<file path="src/rtl/vims_consts.svh">
// Constants of the vectored interrupt macro service block
`ifndef VIMS_CONSTS_SVH
`define VIMS_CONSTS_SVH
`define VIMS_NUM_SRC 16
`define VIMS_VEC_RESET 16'h0000
`define VIMS_VEC_NMI 16'h0002
`define VIMS_VEC_WDT 16'h0004
`define VIMS_VEC_MASK_BASE 16'h0006
`define VIMS_VEC_TRAP 16'h003c
`define VIMS_VEC_BRK 16'h003e
`define VIMS_VEC_NONE 16'h0000
`define VIMS_LVL_LOWEST 2'h3
`define VIMS_CNT_ZERO 8'h00
`define VIMS_CNT_ONE 8'h01
`define VIMS_BANK_RESET 3'h0
`define VIMS_SRC_RESET 4'h0
`define VIMS_WORD_RESET 16'h0000
`define VIMS_SRC_CONV 4'hf
`define VIMS_NO_WINNER 5'h10
`endif

</file>
<file path="src/rtl/vims_pkg.sv">
// Types of the vectored interrupt macro service block
package vims_pkg;
  typedef enum logic [1:0] {
    VIMS_H_VECTOR = 2'b00,
    VIMS_H_MACRO = 2'b01,
    VIMS_H_CTXSW = 2'b10
  } vims_handling_t;
  typedef enum logic [2:0] {
    VIMS_MS_COUNTER = 3'b000,
    VIMS_MS_BLOCK = 3'b001,
    VIMS_MS_BLOCK_PTR = 3'b010,
    VIMS_MS_DIFF = 3'b011,
    VIMS_MS_DIFF_PTR = 3'b100
  } vims_msmode_t;
  typedef enum logic [2:0] {
    VIMS_K_NONE = 3'b000,
    VIMS_K_MASKABLE = 3'b001,
    VIMS_K_NMI = 3'b010,
    VIMS_K_WDT = 3'b011,
    VIMS_K_TRAP = 3'b100,
    VIMS_K_BRK = 3'b101,
    VIMS_K_BANK_SWITCH_BREAK = 3'b110
  } vims_kind_t;
  typedef enum logic [1:0] {
    VIMS_ST_IDLE = 2'b00,
    VIMS_ST_ACK = 2'b01
  } vims_state_t;
endpackage

</file>
<file path="src/rtl/vims_arb_if.sv">
// Carrier between the top and the priority resolver
`timescale 1ns/10ps
interface vims_arb_if;
  logic [15:0] pend;
  logic [31:0] lvl;
  logic hit;
  logic [3:0] idx;
  modport top (output pend, output lvl, input hit, input idx);
  modport arb (input pend, input lvl, output hit, output idx);
endinterface

</file>
<file path="src/rtl/vims_arb.sv">
// Priority resolver over the sixteen maskable sources
`timescale 1ns/10ps
`include "vims_consts.svh"
module vims_arb (
  vims_arb_if.arb a
);
  import vims_pkg::*;
  logic [4:0] best [0:16];
  logic [1:0] blvl [0:16];
  assign best[0] = `VIMS_NO_WINNER;
  assign blvl[0] = `VIMS_LVL_LOWEST;
  genvar g;
  generate
    for (g = 0; g < `VIMS_NUM_SRC; g = g + 1) begin : g_stage
      wire [1:0] my_lvl = a.lvl[2*g+1:2*g];
      // Strictly better level only, so equal levels keep the lower index
      wire take = a.pend[g] && (best[g][4] || (my_lvl < blvl[g]));
      assign best[g+1] = take ? 5'(g) : best[g];
      assign blvl[g+1] = take ? my_lvl : blvl[g];
    end
  endgenerate
  assign a.hit = !best[16][4];
  assign a.idx = best[16][3:0];
endmodule

</file>
<file path="src/rtl/vims_ctrl.sv">
// Overview of operation
// - Four software levels for maskable requests
// - Vectored, macro service or context switch
// - Sixteen vectors 0006H to 0024H, shared entries
// - Lower default index wins simultaneous requests of equal level
// - NMI 0002H, watchdog 0004H, vectored only
// - Watchdog overflow drives active-low pin low
// - Trap 003CH, break 003EH, reset 0000H
// - Five macro service modes selectable
// - Counter mode steps 8-bit counter silently
// - Counter zero raises vectored request
// - Conversion done may start macro service
// - Bank from the source's three-bit bank select field, or from BREAK_BANK_I for a bank switch break
// - Switch saves PC, status; loads bank vector
`timescale 1ns/10ps
`include "vims_consts.svh"
module vims_ctrl (
  input wire logic CORE_CLK_I,
  input wire logic SRST_I,
  input wire logic NMI_PIN_I,
  input wire logic WATCHDOG_OVERFLOW_REQUEST_I,
  input wire logic [15:0] MASKABLE_REQUEST_I,
  input wire logic EXT_PIN0_REQUEST_I,
  input wire logic CAPCMP30_MATCH_REQUEST_I,
  input wire logic EXT_PIN3_REQUEST_I,
  input wire logic CAPCMP20_MATCH_REQUEST_I,
  input wire logic [15:0] ENABLE_I,
  input wire logic [31:0] LEVEL_I,
  input wire logic [15:0] MACRO_ENABLE_I,
  input wire logic [15:0] CTXSW_ENABLE_I,
  input wire logic [47:0] MACRO_MODE_I,
  input wire logic [15:0] COUNT_UP_I,
  input wire logic [15:0] COUNTER_LOAD_I,
  input wire logic [7:0] COUNTER_LOAD_VALUE_I,
  input wire logic [47:0] BANK_SELECT_I,
  input wire logic [15:0] BANK_VECTOR_I,
  input wire logic [15:0] CURRENT_PC_I,
  input wire logic [15:0] CURRENT_STATUS_WORD_I,
  input wire logic TRAP_I,
  input wire logic SOFTWARE_BREAK_I,
  input wire logic BANK_SWITCH_BREAK_I,
  input wire logic [2:0] BREAK_BANK_I,
  input wire logic ACK_I,
  output logic IRQ_O,
  output vims_pkg::vims_kind_t KIND_O,
  output vims_pkg::vims_handling_t HANDLING_O,
  output logic [15:0] VECTOR_O,
  output logic [3:0] SOURCE_O,
  output logic [2:0] BANK_O,
  output logic [15:0] SAVED_PC_O,
  output logic [15:0] SAVED_STATUS_WORD_O,
  output logic [15:0] NEW_PC_O,
  output logic MACRO_DONE_O,
  output vims_pkg::vims_msmode_t MACRO_MODE_O,
  output logic [3:0] MACRO_SOURCE_O,
  output logic CONVERSION_MOVE_O,
  output logic WATCHDOG_OUT_N_O
);
  import vims_pkg::*;
  function automatic logic [15:0] mask_vector(input logic [3:0] i);
    mask_vector = `VIMS_VEC_MASK_BASE + {11'h000, i, 1'b0};
  endfunction
  logic nmi_s1_reg, nmi_s2_reg, nmi_s3_reg;
  logic [15:0] pend_reg, pend_next;
  logic [7:0] service_counter_reg [0:15];
  logic wdt_out_reg;
  vims_state_t state_reg;
  logic irq_reg, macro_done_reg, conv_move_reg;
  vims_kind_t kind_reg;
  vims_handling_t hand_reg;
  vims_msmode_t msmode_reg;
  logic [15:0] vec_reg, spc_reg, sst_reg, npc_reg;
  logic [3:0] src_reg, msrc_reg;
  logic [2:0] bank_reg;
  vims_arb_if arb_bus();
  vims_arb u_arb (.a(arb_bus));
  // Shared sources are merged into one entry
  wire [15:0] raw_req = MASKABLE_REQUEST_I |
    {11'h000, EXT_PIN3_REQUEST_I | CAPCMP20_MATCH_REQUEST_I, 2'b00,
     EXT_PIN0_REQUEST_I | CAPCMP30_MATCH_REQUEST_I, 1'b0};
  wire nmi_edge = nmi_s2_reg && !nmi_s3_reg;
  wire nmi_wdt = nmi_edge || WATCHDOG_OVERFLOW_REQUEST_I;
  wire sw_take = TRAP_I || SOFTWARE_BREAK_I || BANK_SWITCH_BREAK_I;
  assign arb_bus.pend = pend_reg & ENABLE_I;
  assign arb_bus.lvl = LEVEL_I;
  wire [3:0] win = arb_bus.idx;
  wire idle = (state_reg == VIMS_ST_IDLE);
  wire [2:0] win_mode = MACRO_MODE_I[3*win +: 3];
  wire [7:0] win_cnt = service_counter_reg[win];
  wire [7:0] cnt_step = COUNT_UP_I[win] ? win_cnt + `VIMS_CNT_ONE : win_cnt - `VIMS_CNT_ONE;
  // Counter mode reaching zero falls through to a vectored request
  wire macro_zero = (win_mode == VIMS_MS_COUNTER) && (cnt_step == `VIMS_CNT_ZERO);
  // A zero step waits while a trap or break is taken, else its vectored request would be lost
  wire macro_take = idle && arb_bus.hit && MACRO_ENABLE_I[win] && !nmi_wdt && !(macro_zero && sw_take);
  wire macro_silent = macro_take && !macro_zero;
  // Macro-enabled winners whose service ends at zero leave the macro path and vector
  wire vec_take_mask = idle && arb_bus.hit && !macro_silent && !nmi_wdt && !sw_take;
  always_comb begin
    pend_next = pend_reg | raw_req;
    if (vec_take_mask || macro_take) begin
      pend_next[win] = raw_req[win];
    end
  end
  always_ff @(posedge CORE_CLK_I) begin
    if (SRST_I) begin
      nmi_s1_reg <= 1'b0;
      nmi_s2_reg <= 1'b0;
      nmi_s3_reg <= 1'b0;
      pend_reg <= `VIMS_WORD_RESET;
      wdt_out_reg <= 1'b1;
    end else begin
      nmi_s1_reg <= NMI_PIN_I;
      nmi_s2_reg <= nmi_s1_reg;
      nmi_s3_reg <= nmi_s2_reg;
      pend_reg <= pend_next;
      // Pin stays low until reset, so it can hold the system reset line
      if (WATCHDOG_OVERFLOW_REQUEST_I) begin
        wdt_out_reg <= 1'b0;
      end
    end
  end
  genvar g;
  generate
    for (g = 0; g < `VIMS_NUM_SRC; g = g + 1) begin : g_cnt
      always_ff @(posedge CORE_CLK_I) begin
        if (SRST_I) begin
          service_counter_reg[g] <= `VIMS_CNT_ZERO;
        end else if (COUNTER_LOAD_I[g]) begin
          service_counter_reg[g] <= COUNTER_LOAD_VALUE_I;
        end else if (macro_take && win == g && win_mode == VIMS_MS_COUNTER) begin
          service_counter_reg[g] <= cnt_step;
        end
      end
    end
  endgenerate
  always_ff @(posedge CORE_CLK_I) begin
    if (SRST_I) begin
      macro_done_reg <= 1'b0;
      conv_move_reg <= 1'b0;
      msmode_reg <= VIMS_MS_COUNTER;
      msrc_reg <= `VIMS_SRC_RESET;
    end else begin
      macro_done_reg <= macro_silent;
      // Conversion done in a transfer mode hands the data move to hardware
      conv_move_reg <= macro_silent && (win == `VIMS_SRC_CONV) && (win_mode != VIMS_MS_COUNTER);
      if (macro_silent) begin
        msmode_reg <= vims_msmode_t'(win_mode);
        msrc_reg <= win;
      end
    end
  end
  always_ff @(posedge CORE_CLK_I) begin
    if (SRST_I) begin
      state_reg <= VIMS_ST_IDLE;
      irq_reg <= 1'b0;
      kind_reg <= VIMS_K_NONE;
      hand_reg <= VIMS_H_VECTOR;
      vec_reg <= `VIMS_VEC_RESET;
      src_reg <= `VIMS_SRC_RESET;
      bank_reg <= `VIMS_BANK_RESET;
      spc_reg <= `VIMS_WORD_RESET;
      sst_reg <= `VIMS_WORD_RESET;
      npc_reg <= `VIMS_WORD_RESET;
    end else if (!idle) begin
      if (ACK_I) begin
        state_reg <= VIMS_ST_IDLE;
        irq_reg <= 1'b0;
      end
    end else if (nmi_edge) begin
      state_reg <= VIMS_ST_ACK;
      irq_reg <= 1'b1;
      kind_reg <= VIMS_K_NMI;
      hand_reg <= VIMS_H_VECTOR;
      vec_reg <= `VIMS_VEC_NMI;
    end else if (WATCHDOG_OVERFLOW_REQUEST_I) begin
      state_reg <= VIMS_ST_ACK;
      irq_reg <= 1'b1;
      kind_reg <= VIMS_K_WDT;
      hand_reg <= VIMS_H_VECTOR;
      vec_reg <= `VIMS_VEC_WDT;
    end else if (TRAP_I) begin
      state_reg <= VIMS_ST_ACK;
      irq_reg <= 1'b1;
      kind_reg <= VIMS_K_TRAP;
      hand_reg <= VIMS_H_VECTOR;
      vec_reg <= `VIMS_VEC_TRAP;
    end else if (SOFTWARE_BREAK_I) begin
      state_reg <= VIMS_ST_ACK;
      irq_reg <= 1'b1;
      kind_reg <= VIMS_K_BRK;
      hand_reg <= VIMS_H_VECTOR;
      vec_reg <= `VIMS_VEC_BRK;
    end else if (BANK_SWITCH_BREAK_I) begin
      state_reg <= VIMS_ST_ACK;
      irq_reg <= 1'b1;
      kind_reg <= VIMS_K_BANK_SWITCH_BREAK;
      hand_reg <= VIMS_H_CTXSW;
      vec_reg <= `VIMS_VEC_NONE;
      bank_reg <= BREAK_BANK_I;
      spc_reg <= CURRENT_PC_I;
      sst_reg <= CURRENT_STATUS_WORD_I;
      npc_reg <= BANK_VECTOR_I;
    end else if (vec_take_mask) begin
      state_reg <= VIMS_ST_ACK;
      irq_reg <= 1'b1;
      kind_reg <= VIMS_K_MASKABLE;
      vec_reg <= mask_vector(win);
      src_reg <= win;
      if (CTXSW_ENABLE_I[win] && !MACRO_ENABLE_I[win]) begin
        hand_reg <= VIMS_H_CTXSW;
        bank_reg <= BANK_SELECT_I[3*win +: 3];
        spc_reg <= CURRENT_PC_I;
        sst_reg <= CURRENT_STATUS_WORD_I;
        npc_reg <= BANK_VECTOR_I;
      end else begin
        hand_reg <= VIMS_H_VECTOR;
      end
    end
  end
  assign IRQ_O = irq_reg;
  assign KIND_O = kind_reg;
  assign HANDLING_O = hand_reg;
  assign VECTOR_O = vec_reg;
  assign SOURCE_O = src_reg;
  assign BANK_O = bank_reg;
  assign SAVED_PC_O = spc_reg;
  assign SAVED_STATUS_WORD_O = sst_reg;
  assign NEW_PC_O = npc_reg;
  assign MACRO_DONE_O = macro_done_reg;
  assign MACRO_MODE_O = msmode_reg;
  assign MACRO_SOURCE_O = msrc_reg;
  assign CONVERSION_MOVE_O = conv_move_reg;
  assign WATCHDOG_OUT_N_O = wdt_out_reg;
endmodule

</file>
<file path="config.mk">
export PLATFORM = sky130hd
export DESIGN_NAME = vims_ctrl
export DESIGN_NICKNAME = d
export VERILOG_FILES = /design/src/rtl/vims_pkg.sv /design/src/rtl/vims_arb_if.sv /design/src/rtl/vims_arb.sv /design/src/rtl/vims_ctrl.sv
export VERILOG_INCLUDE_DIRS = /design/src /design/src/rtl
export SDC_FILE = /design/constraint.sdc
export NUM_CORES = 1
export LEC_CHECK = 0
export ABC_AREA = 0
export BUFFER_PORTS_ARGS = -buffer_cell sky130_fd_sc_hd__buf_2
export CELL_PAD_IN_SITES_DETAIL_PLACEMENT = 0
export CELL_PAD_IN_SITES_GLOBAL_PLACEMENT = 2
export CORE_UTILIZATION = 34
export DETAILED_ROUTE_END_ITERATION = 8
export PLACE_DENSITY = 0.95
export SYNTH_ARGS = -nofsm -noshare
export SYNTH_HDL_FRONTEND = slang
export SYNTH_SLANG_ARGS = --single-unit
</file>
<file path="constraint.sdc">
create_clock -name CORE_CLK_I -period 20.4 [get_ports CORE_CLK_I]
set_clock_uncertainty 0.2 [all_clocks]
set_input_delay 4.08 -clock CORE_CLK_I [delete_from_list [all_inputs] [get_ports CORE_CLK_I]]
set_output_delay 4.08 -clock CORE_CLK_I [all_outputs]
set_load 0.02 [all_outputs]
</file>
==> Word-level counts from Yosys, hierarchy flattened <==
Memories as Yosys holds them, arrays and structs flattened.
Cells that the tools add are included.
{ "word_totals": {"reg_bits": 108, "ramBits": 128, "input_bits": 295, "out_inout_bits": 87, "wordCells": 440, "n_memories": 1} }
{ "op_classes": {"n_addsub": 3, "mul": 1, "magnitude_cmp": 17, "eq_ne": 16, "shifts": 2, "n_mux": 237, "bitwise": 42, "reduce_logical": 102} }
{ "mem_list": {"columns": ["name", "words", "word_bits", "rd", "rd_clocked_by_memory_dff", "write_ports", "line_no", "text"], "rows": [
  ["service_counter_reg", 16, 8, 1, 0, 16, "vims_ctrl.sv:65", "logic [7:0] service_counter_reg [0:15];"]
]} }
{ "op_table": {"columns": ["cell", "count"], "rows": [
  ["8-bit 2-to-1 mux", 33],
  ["16-bit 2-to-1 mux", 16],
  ["1-bit 2-to-1 mux", 127],
  ["48-bit by 7-bit variable part select with 3-bit output", 2],
  ["5-bit 2-to-1 mux", 16],
  ["1-bit logical AND", 62],
  ["2-bit 2-to-1 mux", 30],
  ["1-bit bitwise OR", 34],
  ["4-bit equality test, second input constant", 8],
  ["2-bit less-than comparator", 15],
  ["3-bit 2-to-1 mux", 9],
  ["1-bit logical OR", 19],
  ["16-bit AND", 1],
  ["1-bit binary-select mux with 4-bit select", 4],
  ["16-bit bitwise mux", 1],
  ["4-bit by 3-bit equality test with 1-bit output, second input constant", 4],
  ["16-bit bitwise OR", 1],
  ["16-bit by 5-bit bitwise OR with 16-bit output", 1],
  ["7-bit AND reduction", 2],
  ["8-bit by 1-bit adder with 8-bit output, second input constant", 1],
  ["4-bit by 2-bit equality test with 1-bit output, second input constant", 2],
  ["1-bit zero test", 8],
  ["8-bit zero test", 1],
  ["8-bit by 1-bit subtractor with 8-bit output, second input constant", 1],
  ["other kinds (15)", 22]
]} }

==> Longest topological paths before layout <==
{ "logic_depth": {"depth_word": 82, "mapped_depth": 43, "ltp_nobuf": 37} }

==> Cells and area by module <==
From an unflattened synthesis, not the netlist that was laid out.
{ "unflattened": {"hier_cells": 1439, "area_unflattened_um2": 13917.1} }
{ "modules_own_cells": {"columns": ["mod", "instances", "cells_each", "area_each_um2", "seq_area_each_um2"], "rows": [
  ["vims_ctrl", 1, 1193, 12350.6, 5725.5],
  ["vims_arb", 1, 246, 1566.5, 0.0]
]} }

==> Least setup slack after synthesis <==
Ideal clock, no wire load.
{ "synth_path": {"path_type": "input to register", "start": "in ENABLE_I[2]", "end": "mem service_counter_reg[8][0] (enable)", "setup_time_ns": 0.398, "t_arrival_ns": 12.650, "t_required_ns": 19.802, "setup_slack_ns": 7.152, "stages": 34, "n_path_buf": 2, "path_cell_list": "a222oi_1 -> nand3_1 -> or3_1 -> o21ai_1 -> nand4_1 -> nand2_1 -> o21ai_1 -> o31ai_2 -> a21oi_1 -> ha_1 -> or3_1 -> a21oi_1 -> a21o_1 -> clkbuf_1 -> a21oi_1 -> ha_1 -> or3_1 -> nor3_1 -> o311ai_2 -> o211ai_4 -> nor4_4 -> nand2_2 -> nor2_1 -> a221o_1 -> a311oi_2 -> xnor2_1 -> ha_1 -> or3_1 -> o31ai_1 -> xor2_1 -> nand4b_1 -> nor2_1 -> buf_4 -> o41ai_1"} }
{ "synth_lines": {"columns": ["item", "line_no", "text"], "rows": [
  ["start, declared", "vims_ctrl.sv:27", "input wire logic [15:0] ENABLE_I,"],
  ["end, declared", "vims_ctrl.sv:65", null]
]} }

==> run metrics <==
status completed; GP Congestion a little under 1; die area 43680 um^2; Worst Setup End Kind flip-flop; Async SR Flop Fraction 0%; buffers added on ports 369; Setup WS post-layout about 5 ns; worst stage delay on the critical path 1.10 ns; setup TNS 0 ns; Sinks on Clock Net about 220; total power 1.736 mW; max reg flops 128; worst r2r dst service_counter_reg[8][2]$_SDFFCE_PN0P_; die width 209 um; startpoint class of the critical path primary input; Final Cycle Share 75.86%; Final ANT Viol Nets 0; Post-CTS Setup Inserts 0; post-synthesis cell type count 108; Req. time, crit path 20.45 ns; smallest hold slack roughly 0.25 ns; Min-Delay Endpoint nmi_s2_reg$_SDFF_PP0_; f_max roughly 65 MHz; routed len/inst 24.63 um; #FFs+latches synth 222; r2r setup slk a little over 8 ns; worst reg2reg path startpoint pend_reg[2]$_SDFF_PP0_; Layout Nets around 2300; clk slew on worst S/H paths approximately 0.060 ns; Core ar. between 40000 and 50000 um^2; num rows between 70 and 80; detailed-route via count 15290; Vias per Instance around 6; Setup CP Type primary input to flip-flop; drt pass-1 iters 6; top_reg_cell synth edfxtp_1; Synth Area per Inst slightly below 9 um^2; most frequent cells in the layout 376 x nand2_1, 368 x buf_2, 128 x edfxtp_1, 112 x a21oi_1, 94 x dfxtp_1; vias in the first global route approximately 15000; reg2reg path depth 34; hold crit path type flip-flop to flip-flop; clk_lat worst skew 0.55 ns; ratio of cells with drive above 1 in the final layout 25.09%; Final Core Density 41.71%; I/O Pins 382; initial antenna violation count 8; Lkg Pwr 7.115 nW; max_slew headroom 10.83%; initial core utilization 34.58%; Max-Cap Viols 0; Congestion Overflow GR 0; Worst Hold Path Cells 1; chip height 209 um; VDD IR max 0.06073 mV; Post-Place Worst Slack ~4.7 ns; RSZ-0062 raised after global routing no; GR Util All Layers 27.68%; Worst Max-Slew Pin Slew between 1 and 1.5 ns; maximum buffer depth of the clock tree 3; area added between synthesis and finish 20.63%; Syn Std Cell Area 14570 um^2; max-slew violations 0; first-pass GRT wire length 92.36 mm; CTS tree built; Initial DRC Count 1937; Ys Warns 0; dpl hpwl 47.01 mm; # DRC 0; Num CTS Buffers 25; Hold Crit Start nmi_s1_reg$_SDFF_PP0_; Worst Path Arrival 15.52 ns; register area share after synthesis between 30% and 40%; Post-Synthesis Cells between 1500 and 2000; Power Dens Cells 98.79 nW/um^2; EDFF count, synth 128; minimum clock period ~15 ns; Worst path most repeated cell or3_1; H-tree depth 1; setup violators final 0; Worst Path Max Fanout 74; cts hold-fix bufs 0; most common cell after layout, fill and taps aside nand2_1; largest net degree at the start of global routing 79; Fin. Hold Viols 0; Post-CTS Resized 0; CTS root buf clkbuf_16; total wire length 62.83 mm; critical path's slowest cell or3b_1
-- power breakdown --
| group | switching [mW] | internal [mW] |
|---|---|---|
| Combinational | 0.522 | 0.235 |
| Clock | 0.194 | 0.264 |
| Sequential | 0.0170 | 0.505 |
-- how the worst max path moves through the flow --
| stage | startpoint | to | slack (ns) | cells after the start |
|---|---|---|---|---|
| CTS | ENABLE_I[2] | service_counter_reg[12][2]$_DFFE_PP_ | 5.27 | 35 |
| global placement | ENABLE_I[2] | service_counter_reg[11][2]$_DFFE_PP_ | 5.13 | 35 |
| finish | ENABLE_I[0] | service_counter_reg[8][2]$_SDFFCE_PN0P_ | 4.92 | 35 |
| detailed placement | ENABLE_I[0] | service_counter_reg[12][2]$_DFFE_PP_ | 4.73 | 35 |
| global route | ENABLE_I[2] | service_counter_reg[11][2]$_DFFE_PP_ | 4.22 | 35 |
| floorplan | ENABLE_I[2] | service_counter_reg[8][0]$_SDFFCE_PN0P_ | 7.15 | 34 |
-- layout make-up --
type | count | area, um^2
clock inverters | 16 | 168.9
flip-flops and latches | 222 | 5725
clock buffers | 29 | 640.6
well taps | 539 | 674.4
repair buffers | 393 | 2033
fillers | 4288 | 24560
inverters | 22 | 87.58
diodes | 7 | 17.52
multi-input cells | 1323 | 8227
-- cells in the mapped netlist, types with 11 or more instances --
master    instances  area (um^2)
a22o_1           82        718.2
nand3_1          84        420.4
dfxtp_1          94         1882
buf_4            18        135.1
inv_1            20        75.07
nand2_1         376         1411
a21oi_1         112        560.5
edfxtp_1        128         3844
mux2i_1          49        490.5
nand4_1          18        112.6
nor2_1           65        244.0
or3_1            11        68.82
o31ai_1          49        367.9
a211oi_1         17        127.6
clkbuf_1         73        274.0
a21o_1           11        82.58
o21ai_0          59        295.3
nor4_1           13        81.33
a311o_1          15        150.1
nor2b_1          19        118.9
o21a_1           12        90.09
nor3_1           49        245.2
a31oi_1          16        100.1
buf_2            24        120.1
o211ai_1         15        112.6
nand2b_1         11        68.82
-- per-stage QoR --
stage               instances  instance area (um^2)
floorplan                1692                 14610
finish                   2551                 17570
CTS                      2543                 17550
global route             2551                 17570
detailed placement       2498                 16740
global placement         2498                 16740
-- worst max-delay path: cells and delay by family --
kind,cells,cell delay [ns]
simple gates,14,5.28
mux,2,0.58
fa+ha+maj,3,0.70
compound gates,12,3.75
buf+inv,2,0.65
xor+xnor,2,0.36
-- cells by family after synthesis --
| group | count (synthesis) | synth area share, % |
|---|---|---|
| AO/OA/AOI/OAI | 516 | 27.10 |
| XOR/XNOR | 8 | 0.4810 |
| adder cells (fa/ha/maj) | 12 | 0.9619 |
| buffers and inverters | 147 | 4.672 |
| flip-flops | 222 | 39.30 |
| multiplexers | 62 | 4.681 |
| other | 1 | 0.02574 |
| AND/OR/NAND/NOR | 713 | 22.78 |
-- per-layer routing --
layer / vias to the layer above / GRT usage (%) / routed length, um
met1: 7373 / 36.18 / 25430
met3: 125 / 4.509 / 5679
met4: 2 / 10.83 / 2404
li1: 6922 / - / -
met2: 868 / 45.60 / 29310
met5: - / 0 / 8
No activity file was read; power rests on OpenSTA's default activity.
